`src/rtl/fcc_pkg.sv`:
```
// Constants and types shared by the flash command and fault capture block
package fcc_pkg;

  // Register indexes; byte address is four times the index
  localparam logic [5:0] IDX_CLKDIV = 6'h00;
  localparam logic [5:0] IDX_STATUS = 6'h01;
  localparam logic [5:0] IDX_OBJECT = 6'h02;
  localparam logic [5:0] IDX_FAULT = 6'h03;
  localparam logic [5:0] IDX_CAPTURE = 6'h0E;

  // Field positions
  localparam int DIVLD_BIT = 7;
  localparam int COMMAND_COMPLETE_FLAG_BIT = 7;
  localparam int ACCESS_ERROR_FLAG_BIT = 5;
  localparam int PROTECTION_VIOLATION_FLAG_BIT = 4;
  localparam int DFD_BIT = 1;
  localparam int SFD_BIT = 0;
  localparam int CAPIX_LSB = 8;
  localparam int CODE_LSB = 8;
  localparam int BLOCK_BIT = 0;

  // Values after reset
  localparam logic [6:0] DIV_RESET = 7'h00;
  localparam logic [7:0] CODE_RESET = 8'h00;
  localparam logic [2:0] CAPIX_RESET = 3'h0;

  // Command codes
  localparam logic [7:0] CMD_UNSECURE = 8'h0B;
  localparam logic [7:0] CMD_USER_MARGIN = 8'h0D;
  localparam logic [7:0] CMD_FIELD_MARGIN = 8'h0E;
  localparam logic [7:0] CMD_FULL_PART = 8'h0F;
  localparam logic [7:0] CMD_ERASE_VERIFY = 8'h10;
  localparam logic [7:0] CMD_PROGRAM = 8'h11;
  localparam logic [7:0] CMD_ERASE_SECTOR = 8'h12;
  localparam logic [7:0] CMD_EMU_ENABLE = 8'h13;
  localparam logic [7:0] CMD_EMU_DISABLE = 8'h14;
  localparam logic [7:0] CMD_EMU_QUERY = 8'h15;
  localparam logic [7:0] CMD_PARTITION = 8'h20;

  // Command sequencer states
  typedef enum logic {FCC_IDLE, FCC_RUN} fcc_state_t;

endpackage

```
`src/rtl/fcc_top.sv`:
```
// Flash command sequencer with ECC fault capture behind an AHB-Lite slave
`timescale 1ns/100ps
module fcc_top (
  input wire logic REF_CLK,
  input wire logic RST,
  input wire logic CE,
  input wire logic HSEL,
  input wire logic [31:0] HADDR,
  input wire logic [1:0] HTRANS,
  input wire logic HWRITE,
  input wire logic [2:0] HSIZE,
  input wire logic [31:0] HWDATA,
  input wire logic HREADY,
  output logic [31:0] HRDATA,
  output logic HREADYOUT,
  output logic HRESP,
  input wire logic BUS_SLOW,
  input wire logic SPECIAL_MODE,
  output logic CMD_START,
  output logic [7:0] CMD_CODE,
  output logic CMD_BLOCK,
  input wire logic CMD_DONE,
  input wire logic CMD_PVIOL,
  output logic PT_TICK,
  input wire logic FLT_CPU_SGL,
  input wire logic FLT_CPU_DBL,
  input wire logic [22:0] FLT_CPU_ADDR,
  input wire logic [7:0] FLT_CPU_PAR,
  input wire logic [63:0] FLT_CPU_DATA,
  input wire logic FLT_COP_SGL,
  input wire logic FLT_COP_DBL,
  input wire logic [22:0] FLT_COP_ADDR,
  input wire logic [7:0] FLT_COP_PAR,
  input wire logic [63:0] FLT_COP_DATA,
  input wire logic RD_STB,
  input wire logic RD_MASTER,
  input wire logic RD_BLOCK,
  input wire logic [22:0] RD_ADDR
);

  ////////////////////////////////////////////////////////////////////////////
  // Declarations

  // Bus state
  logic wr_pend, next_wr_pend; // Write data phase pending
  logic [5:0] wr_idx, next_wr_idx; // Index of pending write
  logic rd_wait, next_rd_wait; // Read wait state pending
  logic [5:0] rd_idx, next_rd_idx; // Index of pending read
  logic [31:0] next_hrdata;
  logic next_hreadyout;
  logic accept; // Address phase taken

  // Core state
  fcc_pkg::fcc_state_t state, next_state; // Sequencer state
  logic [6:0] divide_value, next_divide_value;
  logic divider_loaded, next_divider_loaded;
  logic [6:0] tick_cnt, next_tick_cnt; // Time base counter
  logic next_pt_tick;
  logic command_complete_flag, next_command_complete_flag;
  logic access_error_flag, next_access_error_flag;
  logic protection_violation_flag, next_protection_violation_flag;
  logic [7:0] next_cmd_code;
  logic next_cmd_block;
  logic next_cmd_start;
  logic [2:0] capture_index, next_capture_index;
  logic single_fault_flag, next_single_fault_flag;
  logic double_fault_flag, next_double_fault_flag;
  logic [7:0] cap_par, next_cap_par; // Captured parity
  logic cap_master, next_cap_master; // Captured master, 1 is coprocessor
  logic [22:0] cap_addr, next_cap_addr; // Captured global address
  logic [63:0] cap_data, next_cap_data; // Captured data words 0..3
  logic [15:0] capture_view; // Indexed capture word
  logic [31:0] rd_mux; // Register read value
  logic we; // Write strobe in data phase
  logic launch; // Launch request written
  logic bad_read; // Read hits block under command
  logic use_cop; // Coprocessor fault chosen for capture

  ////////////////////////////////////////////////////////////////////////////
  // Command code helpers

  // Accepted command codes
  function automatic logic code_valid(input logic [7:0] c, input logic special);
    case (c)
      fcc_pkg::CMD_UNSECURE, fcc_pkg::CMD_USER_MARGIN, fcc_pkg::CMD_FULL_PART: code_valid = 1'b1;
      fcc_pkg::CMD_FIELD_MARGIN: code_valid = special;
      fcc_pkg::CMD_ERASE_VERIFY, fcc_pkg::CMD_PROGRAM, fcc_pkg::CMD_ERASE_SECTOR: code_valid = 1'b1;
      fcc_pkg::CMD_EMU_ENABLE, fcc_pkg::CMD_EMU_DISABLE: code_valid = 1'b1;
      fcc_pkg::CMD_EMU_QUERY, fcc_pkg::CMD_PARTITION: code_valid = 1'b1;
      default: code_valid = 1'b0;
    endcase
  endfunction

  // Codes that program or erase the arrays
  function automatic logic code_pe(input logic [7:0] c);
    case (c)
      fcc_pkg::CMD_UNSECURE, fcc_pkg::CMD_FULL_PART, fcc_pkg::CMD_PROGRAM: code_pe = 1'b1;
      fcc_pkg::CMD_ERASE_SECTOR, fcc_pkg::CMD_PARTITION: code_pe = 1'b1;
      default: code_pe = 1'b0;
    endcase
  endfunction

  ////////////////////////////////////////////////////////////////////////////
  // Read path

  // Indexed capture view
  always_comb begin
    case (capture_index)
      3'h0: capture_view = {cap_par, cap_master, cap_addr[22:16]};
      3'h1: capture_view = cap_addr[15:0];
      3'h2: capture_view = cap_data[15:0];
      3'h3: capture_view = cap_data[31:16];
      3'h4: capture_view = cap_data[47:32];
      3'h5: capture_view = cap_data[63:48];
      default: capture_view = 16'h0000;
    endcase
  end

  // Register read multiplexer
  always_comb begin
    rd_mux = 32'h00000000;
    case (rd_idx)
      fcc_pkg::IDX_CLKDIV: begin
        rd_mux[6:0] = divide_value;
        rd_mux[fcc_pkg::DIVLD_BIT] = divider_loaded;
      end
      fcc_pkg::IDX_STATUS: begin
        rd_mux[fcc_pkg::COMMAND_COMPLETE_FLAG_BIT] = command_complete_flag;
        rd_mux[fcc_pkg::ACCESS_ERROR_FLAG_BIT] = access_error_flag;
        rd_mux[fcc_pkg::PROTECTION_VIOLATION_FLAG_BIT] = protection_violation_flag;
      end
      fcc_pkg::IDX_OBJECT: begin
        rd_mux[fcc_pkg::CODE_LSB +: 8] = CMD_CODE;
        rd_mux[fcc_pkg::BLOCK_BIT] = CMD_BLOCK;
      end
      fcc_pkg::IDX_FAULT: begin
        rd_mux[fcc_pkg::DFD_BIT] = double_fault_flag;
        rd_mux[fcc_pkg::SFD_BIT] = single_fault_flag;
        rd_mux[fcc_pkg::CAPIX_LSB +: 3] = capture_index;
      end
      fcc_pkg::IDX_CAPTURE: rd_mux[15:0] = capture_view;
      default: rd_mux = 32'h00000000; // Unmapped reads zero
    endcase
  end

  ////////////////////////////////////////////////////////////////////////////
  // AHB-Lite slave: writes zero wait, reads one wait state

  // Bus next state
  always_comb begin
    accept = HSEL & HTRANS[1] & HREADY;
    next_wr_pend = 1'b0;
    next_wr_idx = wr_idx;
    next_rd_wait = 1'b0;
    next_rd_idx = rd_idx;
    // Read data loaded after earlier writes have landed
    next_hrdata = rd_wait ? rd_mux : HRDATA;
    next_hreadyout = 1'b1;
    // Index kept for both kinds; only the pending kind uses it
    if (accept) begin
      next_wr_pend = HWRITE;
      next_wr_idx = HADDR[7:2];
      next_rd_wait = !HWRITE;
      next_rd_idx = HADDR[7:2];
      next_hreadyout = HWRITE; // Reads take one wait state
    end
  end

  // Bus registers
  always_ff @(posedge REF_CLK or posedge RST) begin
    if (RST) begin
      wr_pend <= 1'b0;
      wr_idx <= 6'h00;
      rd_wait <= 1'b0;
      rd_idx <= 6'h00;
      HRDATA <= 32'h00000000;
      HREADYOUT <= 1'b1;
      HRESP <= 1'b0;
    end else if (CE) begin
      wr_pend <= next_wr_pend;
      wr_idx <= next_wr_idx;
      rd_wait <= next_rd_wait;
      rd_idx <= next_rd_idx;
      HRDATA <= next_hrdata;
      HREADYOUT <= next_hreadyout;
      HRESP <= 1'b0;
    end
  end

  ////////////////////////////////////////////////////////////////////////////
  // Divider, command sequencer and fault capture

  // Core next state
  always_comb begin
    we = wr_pend;
    launch = we && wr_idx == fcc_pkg::IDX_STATUS && HWDATA[fcc_pkg::COMMAND_COMPLETE_FLAG_BIT];
    bad_read = RD_STB && state == fcc_pkg::FCC_RUN && RD_BLOCK == CMD_BLOCK;
    use_cop = !FLT_CPU_DBL && (FLT_COP_DBL || !FLT_CPU_SGL);
    next_state = state;
    next_divide_value = divide_value;
    next_divider_loaded = divider_loaded;
    next_tick_cnt = tick_cnt;
    next_pt_tick = 1'b0;
    next_command_complete_flag = command_complete_flag;
    next_access_error_flag = access_error_flag;
    next_protection_violation_flag = protection_violation_flag;
    next_cmd_code = CMD_CODE;
    next_cmd_block = CMD_BLOCK;
    next_cmd_start = 1'b0;
    next_capture_index = capture_index;
    next_single_fault_flag = single_fault_flag;
    next_double_fault_flag = double_fault_flag;
    next_cap_par = cap_par;
    next_cap_master = cap_master;
    next_cap_addr = cap_addr;
    next_cap_data = cap_data;
    // Time base from the oscillator clock, divide by value plus one
    if (divider_loaded) begin
      next_pt_tick = tick_cnt >= divide_value;
      next_tick_cnt = next_pt_tick ? 7'h00 : tick_cnt + 7'h01;
    end
    // Divider write
    if (we && wr_idx == fcc_pkg::IDX_CLKDIV) begin
      next_divide_value = HWDATA[6:0];
      next_divider_loaded = 1'b1;
      next_tick_cnt = 7'h00;
    end
    // Object write only while idle
    if (we && wr_idx == fcc_pkg::IDX_OBJECT && command_complete_flag) begin
      next_cmd_code = HWDATA[fcc_pkg::CODE_LSB +: 8];
      next_cmd_block = HWDATA[fcc_pkg::BLOCK_BIT];
    end
    // Fault control write, capture index and flag clears
    if (we && wr_idx == fcc_pkg::IDX_FAULT) begin
      next_capture_index = HWDATA[fcc_pkg::CAPIX_LSB +: 3];
      next_double_fault_flag = double_fault_flag & ~HWDATA[fcc_pkg::DFD_BIT];
      next_single_fault_flag = single_fault_flag & ~HWDATA[fcc_pkg::SFD_BIT];
    end
    // Error flag clears, write one to clear
    if (we && wr_idx == fcc_pkg::IDX_STATUS) begin
      next_access_error_flag = access_error_flag & ~HWDATA[fcc_pkg::ACCESS_ERROR_FLAG_BIT];
      next_protection_violation_flag = protection_violation_flag & ~HWDATA[fcc_pkg::PROTECTION_VIOLATION_FLAG_BIT];
    end
    // Sequencer
    case (state)
      fcc_pkg::FCC_IDLE: begin
        // Launch only when idle and both error flags clear
        if (launch && command_complete_flag && !access_error_flag && !protection_violation_flag) begin
          if (!code_valid(CMD_CODE, SPECIAL_MODE)) begin
            next_access_error_flag = 1'b1;
          end else if (code_pe(CMD_CODE) && !divider_loaded) begin
            next_access_error_flag = 1'b1;
          end else if (code_pe(CMD_CODE) && BUS_SLOW) begin
            next_access_error_flag = 1'b1;
          end else begin
            next_state = fcc_pkg::FCC_RUN;
            next_command_complete_flag = 1'b0;
            next_cmd_start = 1'b1;
          end
        end
      end
      fcc_pkg::FCC_RUN: begin
        // Finish reported by the array
        if (CMD_DONE) begin
          next_state = fcc_pkg::FCC_IDLE;
          next_command_complete_flag = 1'b1;
          next_protection_violation_flag = next_protection_violation_flag | CMD_PVIOL;
        end
      end
      default: next_state = fcc_pkg::FCC_IDLE;
    endcase
    // Capture only while no fault is held; a fault in the cycle that clears a held fault is lost
    if (!single_fault_flag && !double_fault_flag) begin
      if (FLT_CPU_DBL || FLT_COP_DBL || FLT_CPU_SGL || FLT_COP_SGL) begin
        // Double beats single, then main processor beats coprocessor
        next_double_fault_flag = FLT_CPU_DBL || FLT_COP_DBL;
        next_single_fault_flag = !(FLT_CPU_DBL || FLT_COP_DBL);
        next_cap_par = use_cop ? FLT_COP_PAR : FLT_CPU_PAR;
        next_cap_master = use_cop;
        next_cap_addr = use_cop ? FLT_COP_ADDR : FLT_CPU_ADDR;
        next_cap_data = use_cop ? FLT_COP_DATA : FLT_CPU_DATA;
      end else if (bad_read) begin
        // Invalid read: both flags, master and address only
        next_single_fault_flag = 1'b1;
        next_double_fault_flag = 1'b1;
        next_cap_par = 8'h00;
        next_cap_master = RD_MASTER;
        next_cap_addr = RD_ADDR;
        next_cap_data = 64'h0000000000000000;
      end
    end
  end

  // Core registers
  always_ff @(posedge REF_CLK or posedge RST) begin
    if (RST) begin
      state <= fcc_pkg::FCC_IDLE;
      divide_value <= fcc_pkg::DIV_RESET;
      divider_loaded <= 1'b0;
      tick_cnt <= 7'h00;
      PT_TICK <= 1'b0;
      command_complete_flag <= 1'b1;
      access_error_flag <= 1'b0;
      protection_violation_flag <= 1'b0;
      CMD_CODE <= fcc_pkg::CODE_RESET;
      CMD_BLOCK <= 1'b0;
      CMD_START <= 1'b0;
      capture_index <= fcc_pkg::CAPIX_RESET;
      single_fault_flag <= 1'b0;
      double_fault_flag <= 1'b0;
      cap_par <= 8'h00;
      cap_master <= 1'b0;
      cap_addr <= 23'h000000;
      cap_data <= 64'h0000000000000000;
    end else if (CE) begin
      state <= next_state;
      divide_value <= next_divide_value;
      divider_loaded <= next_divider_loaded;
      tick_cnt <= next_tick_cnt;
      PT_TICK <= next_pt_tick;
      command_complete_flag <= next_command_complete_flag;
      access_error_flag <= next_access_error_flag;
      protection_violation_flag <= next_protection_violation_flag;
      CMD_CODE <= next_cmd_code;
      CMD_BLOCK <= next_cmd_block;
      CMD_START <= next_cmd_start;
      capture_index <= next_capture_index;
      single_fault_flag <= next_single_fault_flag;
      double_fault_flag <= next_double_fault_flag;
      cap_par <= next_cap_par;
      cap_master <= next_cap_master;
      cap_addr <= next_cap_addr;
      cap_data <= next_cap_data;
    end
  end

endmodule

```
`config.mk`:
```
export PLATFORM = sky130hd
export DESIGN_NAME = fcc_top
export DESIGN_NICKNAME = d
export VERILOG_FILES = /design/src/rtl/fcc_pkg.sv /design/src/rtl/fcc_top.sv
export SDC_FILE = /design/constraint.sdc
export NUM_CORES = 1
export LEC_CHECK = 0
export BUFFER_PORTS_ARGS = -buffer_cell sky130_fd_sc_hd__buf_2
export CAP_MARGIN = 20
export CORE_AREA = 3 3 162 164
export CTS_CLUSTER_SIZE = 16
export DETAILED_ROUTE_END_ITERATION = 6
export DIE_AREA = 0 0 165 167
export GPL_TIMING_DRIVEN = 0
export PLACE_DENSITY_LB_ADDON = 0.25
export RECOVER_POWER = 100
export SYNTH_ARGS = -nofsm -noshare
export SYNTH_HDL_FRONTEND = slang
export SYNTH_SLANG_ARGS = --single-unit
```
`constraint.sdc`:
```
create_clock -name REF_CLK -period 7.28 [get_ports REF_CLK]
set_input_delay 0.364 -clock REF_CLK [delete_from_list [all_inputs] [get_ports REF_CLK]]
set_output_delay 0.364 -clock REF_CLK [all_outputs]
set_load 0.02 [all_outputs]
```
==> impl_metrics.env <==
export IMPL_fin_setup_tns_ns=0
export IMPL_p_per_area_nw_per_um2=278.6
export IMPL_grt_pass1_wl_um=46140
export IMPL_crit_fanout=10
export IMPL_synthXorXnorAreaFrac_pct=0.2018
export IMPL_timing_hold_ws_ns=0.1553
export IMPL_ir_drop_mv=0.1562
export IMPL_p_clk_share_pct=27.3
export IMPL_critPathMaxStageDelay_ns=1.04
export IMPL_tightest_slew_ns=1.853
export IMPL_overflow=0
export IMPL_synthTopCellsByCount="nand2_1, dfrtp_1, mux2i_1"
export IMPL_fp_row_count=58
export IMPL_setup_viol=0
export IMPL_worst_setup_path_end_kind="flip-flop"
export IMPL_synth_seq_cells=156
export IMPL_criticalPathCategory="in2reg"
export IMPL_grt_setup_unrepaired="no"
export IMPL_outcome="complete, but fails checks"
export IMPL_violations="capacitance limit, slew limit"
export IMPL_ys_flop_type="dfrtp_1"
export IMPL_min_period_over_period_pct=39.25
export IMPL_crit_family="buffers and inverters"
export IMPL_netlist_area_leader_share_pct=44.39
export IMPL_synth_edff_count=0
export IMPL_first_iter_violations=716
export IMPL_wl_um=30370
export IMPL_startpoint_type="input port"
export IMPL_final_layout_size_suffix_gt1_share_pct=28.21
export IMPL_coreArea_um2=25040
export IMPL_p_sw_share_pct=34.90
export IMPL_worstPathArrival_ns=3.18
export IMPL_synthArstFlopShare_pct=100.0
export IMPL_clock_latency_ns=0.43
export IMPL_required_ns=7.60
export IMPL_syn_area_per_cell_um2=9.788
export IMPL_skew_ns=0.01053
export IMPL_max_freq_mhz=350.0
export IMPL_hp_class="in2reg"
export IMPL_grt_pass1_vias=8101
export IMPL_cpMostUsedCell="clkbuf_1"
export IMPL_fin_crit_ns=2.857
export IMPL_synth_area_leaders="dfrtp_1, mux2i_1, nand2_1"
export IMPL_p_leak_nw=5.260
export IMPL_combPwrFrac_pct=28.0
export IMPL_syn2layout_area_growth_pct=27.19
export IMPL_synth_compound_area_share_pct=19.97
export IMPL_clock_sinks=156
export IMPL_synth_top_area_cell="dfrtp_1"
export IMPL_num_vias=8141
export IMPL_min_from="HWDATA[14]"
export IMPL_p_total_w=0.003077
export IMPL_p_int_w=0.002003
export IMPL_maxCapViolCount=1
export IMPL_startpoint="FLT_CPU_SGL"
export IMPL_yosysMostFrequentCell="nand2_1"
export IMPL_htreeDepth=4
export IMPL_seq_area_frac_synth_pct=44.99
export IMPL_synth_cell_types=62
export IMPL_synth_top_family_by_area="compound AO/OA/AOI/OAI gates"
export IMPL_wl_per_cell_um=19.63
export IMPL_worst_slack_ns=4.423
export IMPL_finalHoldViolations=0
export IMPL_cts_tree="built"
export IMPL_synth_cells=887
export IMPL_post_cts_buffers=0
export IMPL_synthMuxAreaShare_pct=14.96
export IMPL_final_antenna_net_count=0
export IMPL_die_w_um=165
export IMPL_antenna_found_initial=1
export IMPL_synth_simple_area_share_pct=12.85
export IMPL_slew_headroom_pct=-24.19
export IMPL_power_switching_w=0.001074
export IMPL_numPortBuffers=279
export IMPL_nFillCells=2515
export IMPL_die_area_um2=27560
export IMPL_reg2reg_from="rd_idx[3]"
export IMPL_dp_hpwl_um=23850
export IMPL_dr_pass1_iters=6
export IMPL_path_cells="clkbuf_1 -> nor4_1 -> a21bo_1 -> clkbuf_1 -> clkbuf_1 -> nor3_1 -> a21o_1"
export IMPL_synth_fa_ha_area_share_pct=1.153
export IMPL_routabilityCongestion=0.8846
export IMPL_fp_dieH_um=167
export IMPL_cts_buffers=17
export IMPL_dpl_cell_area_um2=10600
export IMPL_cpMaxStageDelayCell="nor4_1"
export IMPL_synthesis_area_um2=8682
export IMPL_p_seq_share_pct=44.7
export IMPL_pre_cts_ws_ns=4.084
export IMPL_grt_usage_pct=21.76
export IMPL_worst_path_buf_inv=3
export IMPL_pin_count=344
export IMPL_start_util_pct=34.68
export IMPL_stdcell_area_um2=11040
export IMPL_nNetsFinal=1511
export IMPL_clock_path_buffers=2
export IMPL_synth_warnings=0
export IMPL_drv_slew=40
export IMPL_cts_root_buf="clkbuf_16"
export IMPL_drc=0
export IMPL_grt_start_max_net_pins=118
export IMPL_clk_pin_slew_ns=0.06
export IMPL_post_drt_via_cell_ratio=5.262
-- metal layers --
layer | wire length [um] | track usage (%)
met1 | 12690 | 29.18
met2 | 14630 | 35.25
met3 | 2332 | 4.925
met4 | 698 | 6.054
met5 | 13 | 0
-- cell usage in the layout (no fill, tap or decap), types with 6 or more instances in the layout --
cell type and n:
nand3_1 9, a22oi_1 32, nor3_1 7, buf_2 254, o21ai_0 46, o31ai_1 54, mux2_2 30, dfrtp_1 154
nand2_1 163, o22ai_1 11, inv_6 7, buf_4 18, conb_1 17, inv_1 17, mux2i_1 78, nor2_1 36
a21oi_1 9, nor2b_1 7, mux2_1 8, nand4_1 6, a311oi_1 23, clkbuf_1 92, a21o_1 26, clkbuf_16 17
ha_1 8
-- layout make-up --
type	count	area, um^2	share of cell area [%]
antenna	1	2.502	0.02266
multi-input combinational	642	4295	38.90
buffer	87	406.6	3.682
timing repair buffer	282	1404	12.71
clock inverter	13	107.6	0.9744
clock buffer	18	439.2	3.977
tap	330	412.9	3.739
inverter	18	68.82	0.6232
sequential	156	3906	35.37
-- worst paths after layout --
| check | to | slack (ns) | cells after the start |
|---|---|---|---|
| worst min-delay path | CMD_CODE[6] | 0.16 | 2 |
| max in group asynchronous | cap_data[22] | 5.10 | 4 |
| worst min register to register | cap_data[32] | 0.48 | 2 |
| worst max-delay path | single_fault_flag | 4.42 | 7 |
| worst max register to register | CMD_CODE[1] | 4.45 | 6 |
| min in group asynchronous | CMD_CODE[7] | 0.95 | 3 |
-- registers in the layout, summed over array words and instances (netlist names), 3 cells and up --
register and cells:
CMD_CODE 8, HRDATA 16, cap_addr 23, cap_data 64
cap_par 8, capture_index 3, divide_value 7, rd_idx 6
tick_cnt 7
-- power groups by stage --
stage          Clock (W)  Combinational (W)  Sequential [W]
2_1_floorplan          0           0.000587         0.00130
3_3_place_gp           0           0.000837         0.00138
3_5_place_dp           0           0.000863         0.00139
4_1_cts         0.000849           0.000865         0.00137
5_1_grt         0.000885           0.000965         0.00140
6_report        0.000841           0.000861         0.00137
-- metrics by stage --
| stage | utilization (%) | instances |
|---|---|---|
| 2_1_floorplan | - | 903 |
| 3_3_place_gp | 42.14 | 1512 |
| 3_5_place_dp | 42.34 | 1514 |
| 4_1_cts | 44.56 | 1546 |
| 5_1_grt | 44.10 | 1546 |
| 6_report | 44.11 | 1547 |
-- worst reg2reg max path: cells and delay by family (launching register included) --
| family | cells | cell delay (ns) |
|---|---|---|
| buf+inv | 2 | 0.49 |
| flops | 1 | 0.42 |
| simple gates | 3 | 1.38 |
| mux | 1 | 0.41 |
-- timing repair --
item	CTS	global route
endpoints found under the hold margin	37	0
hold buffers	1	0
endpoints found under the setup margin	0	0
gates resized for setup	0	0
-- cells by family (layout without fill, tap and decap cells) --
group / Yosys count / count (layout)
buffers and inverters: 105 / 418
DFF: 156 / 156
AOI/OAI and AO/OA: 241 / 241
and+or+nand+nor: 255 / 255
muxes: 119 / 119
xor gates and xnor gates: 2 / 2
adders and majority gates: 8 / 8
other: 1 / 18
Note: power is estimated with default switching activity, not from simulation.
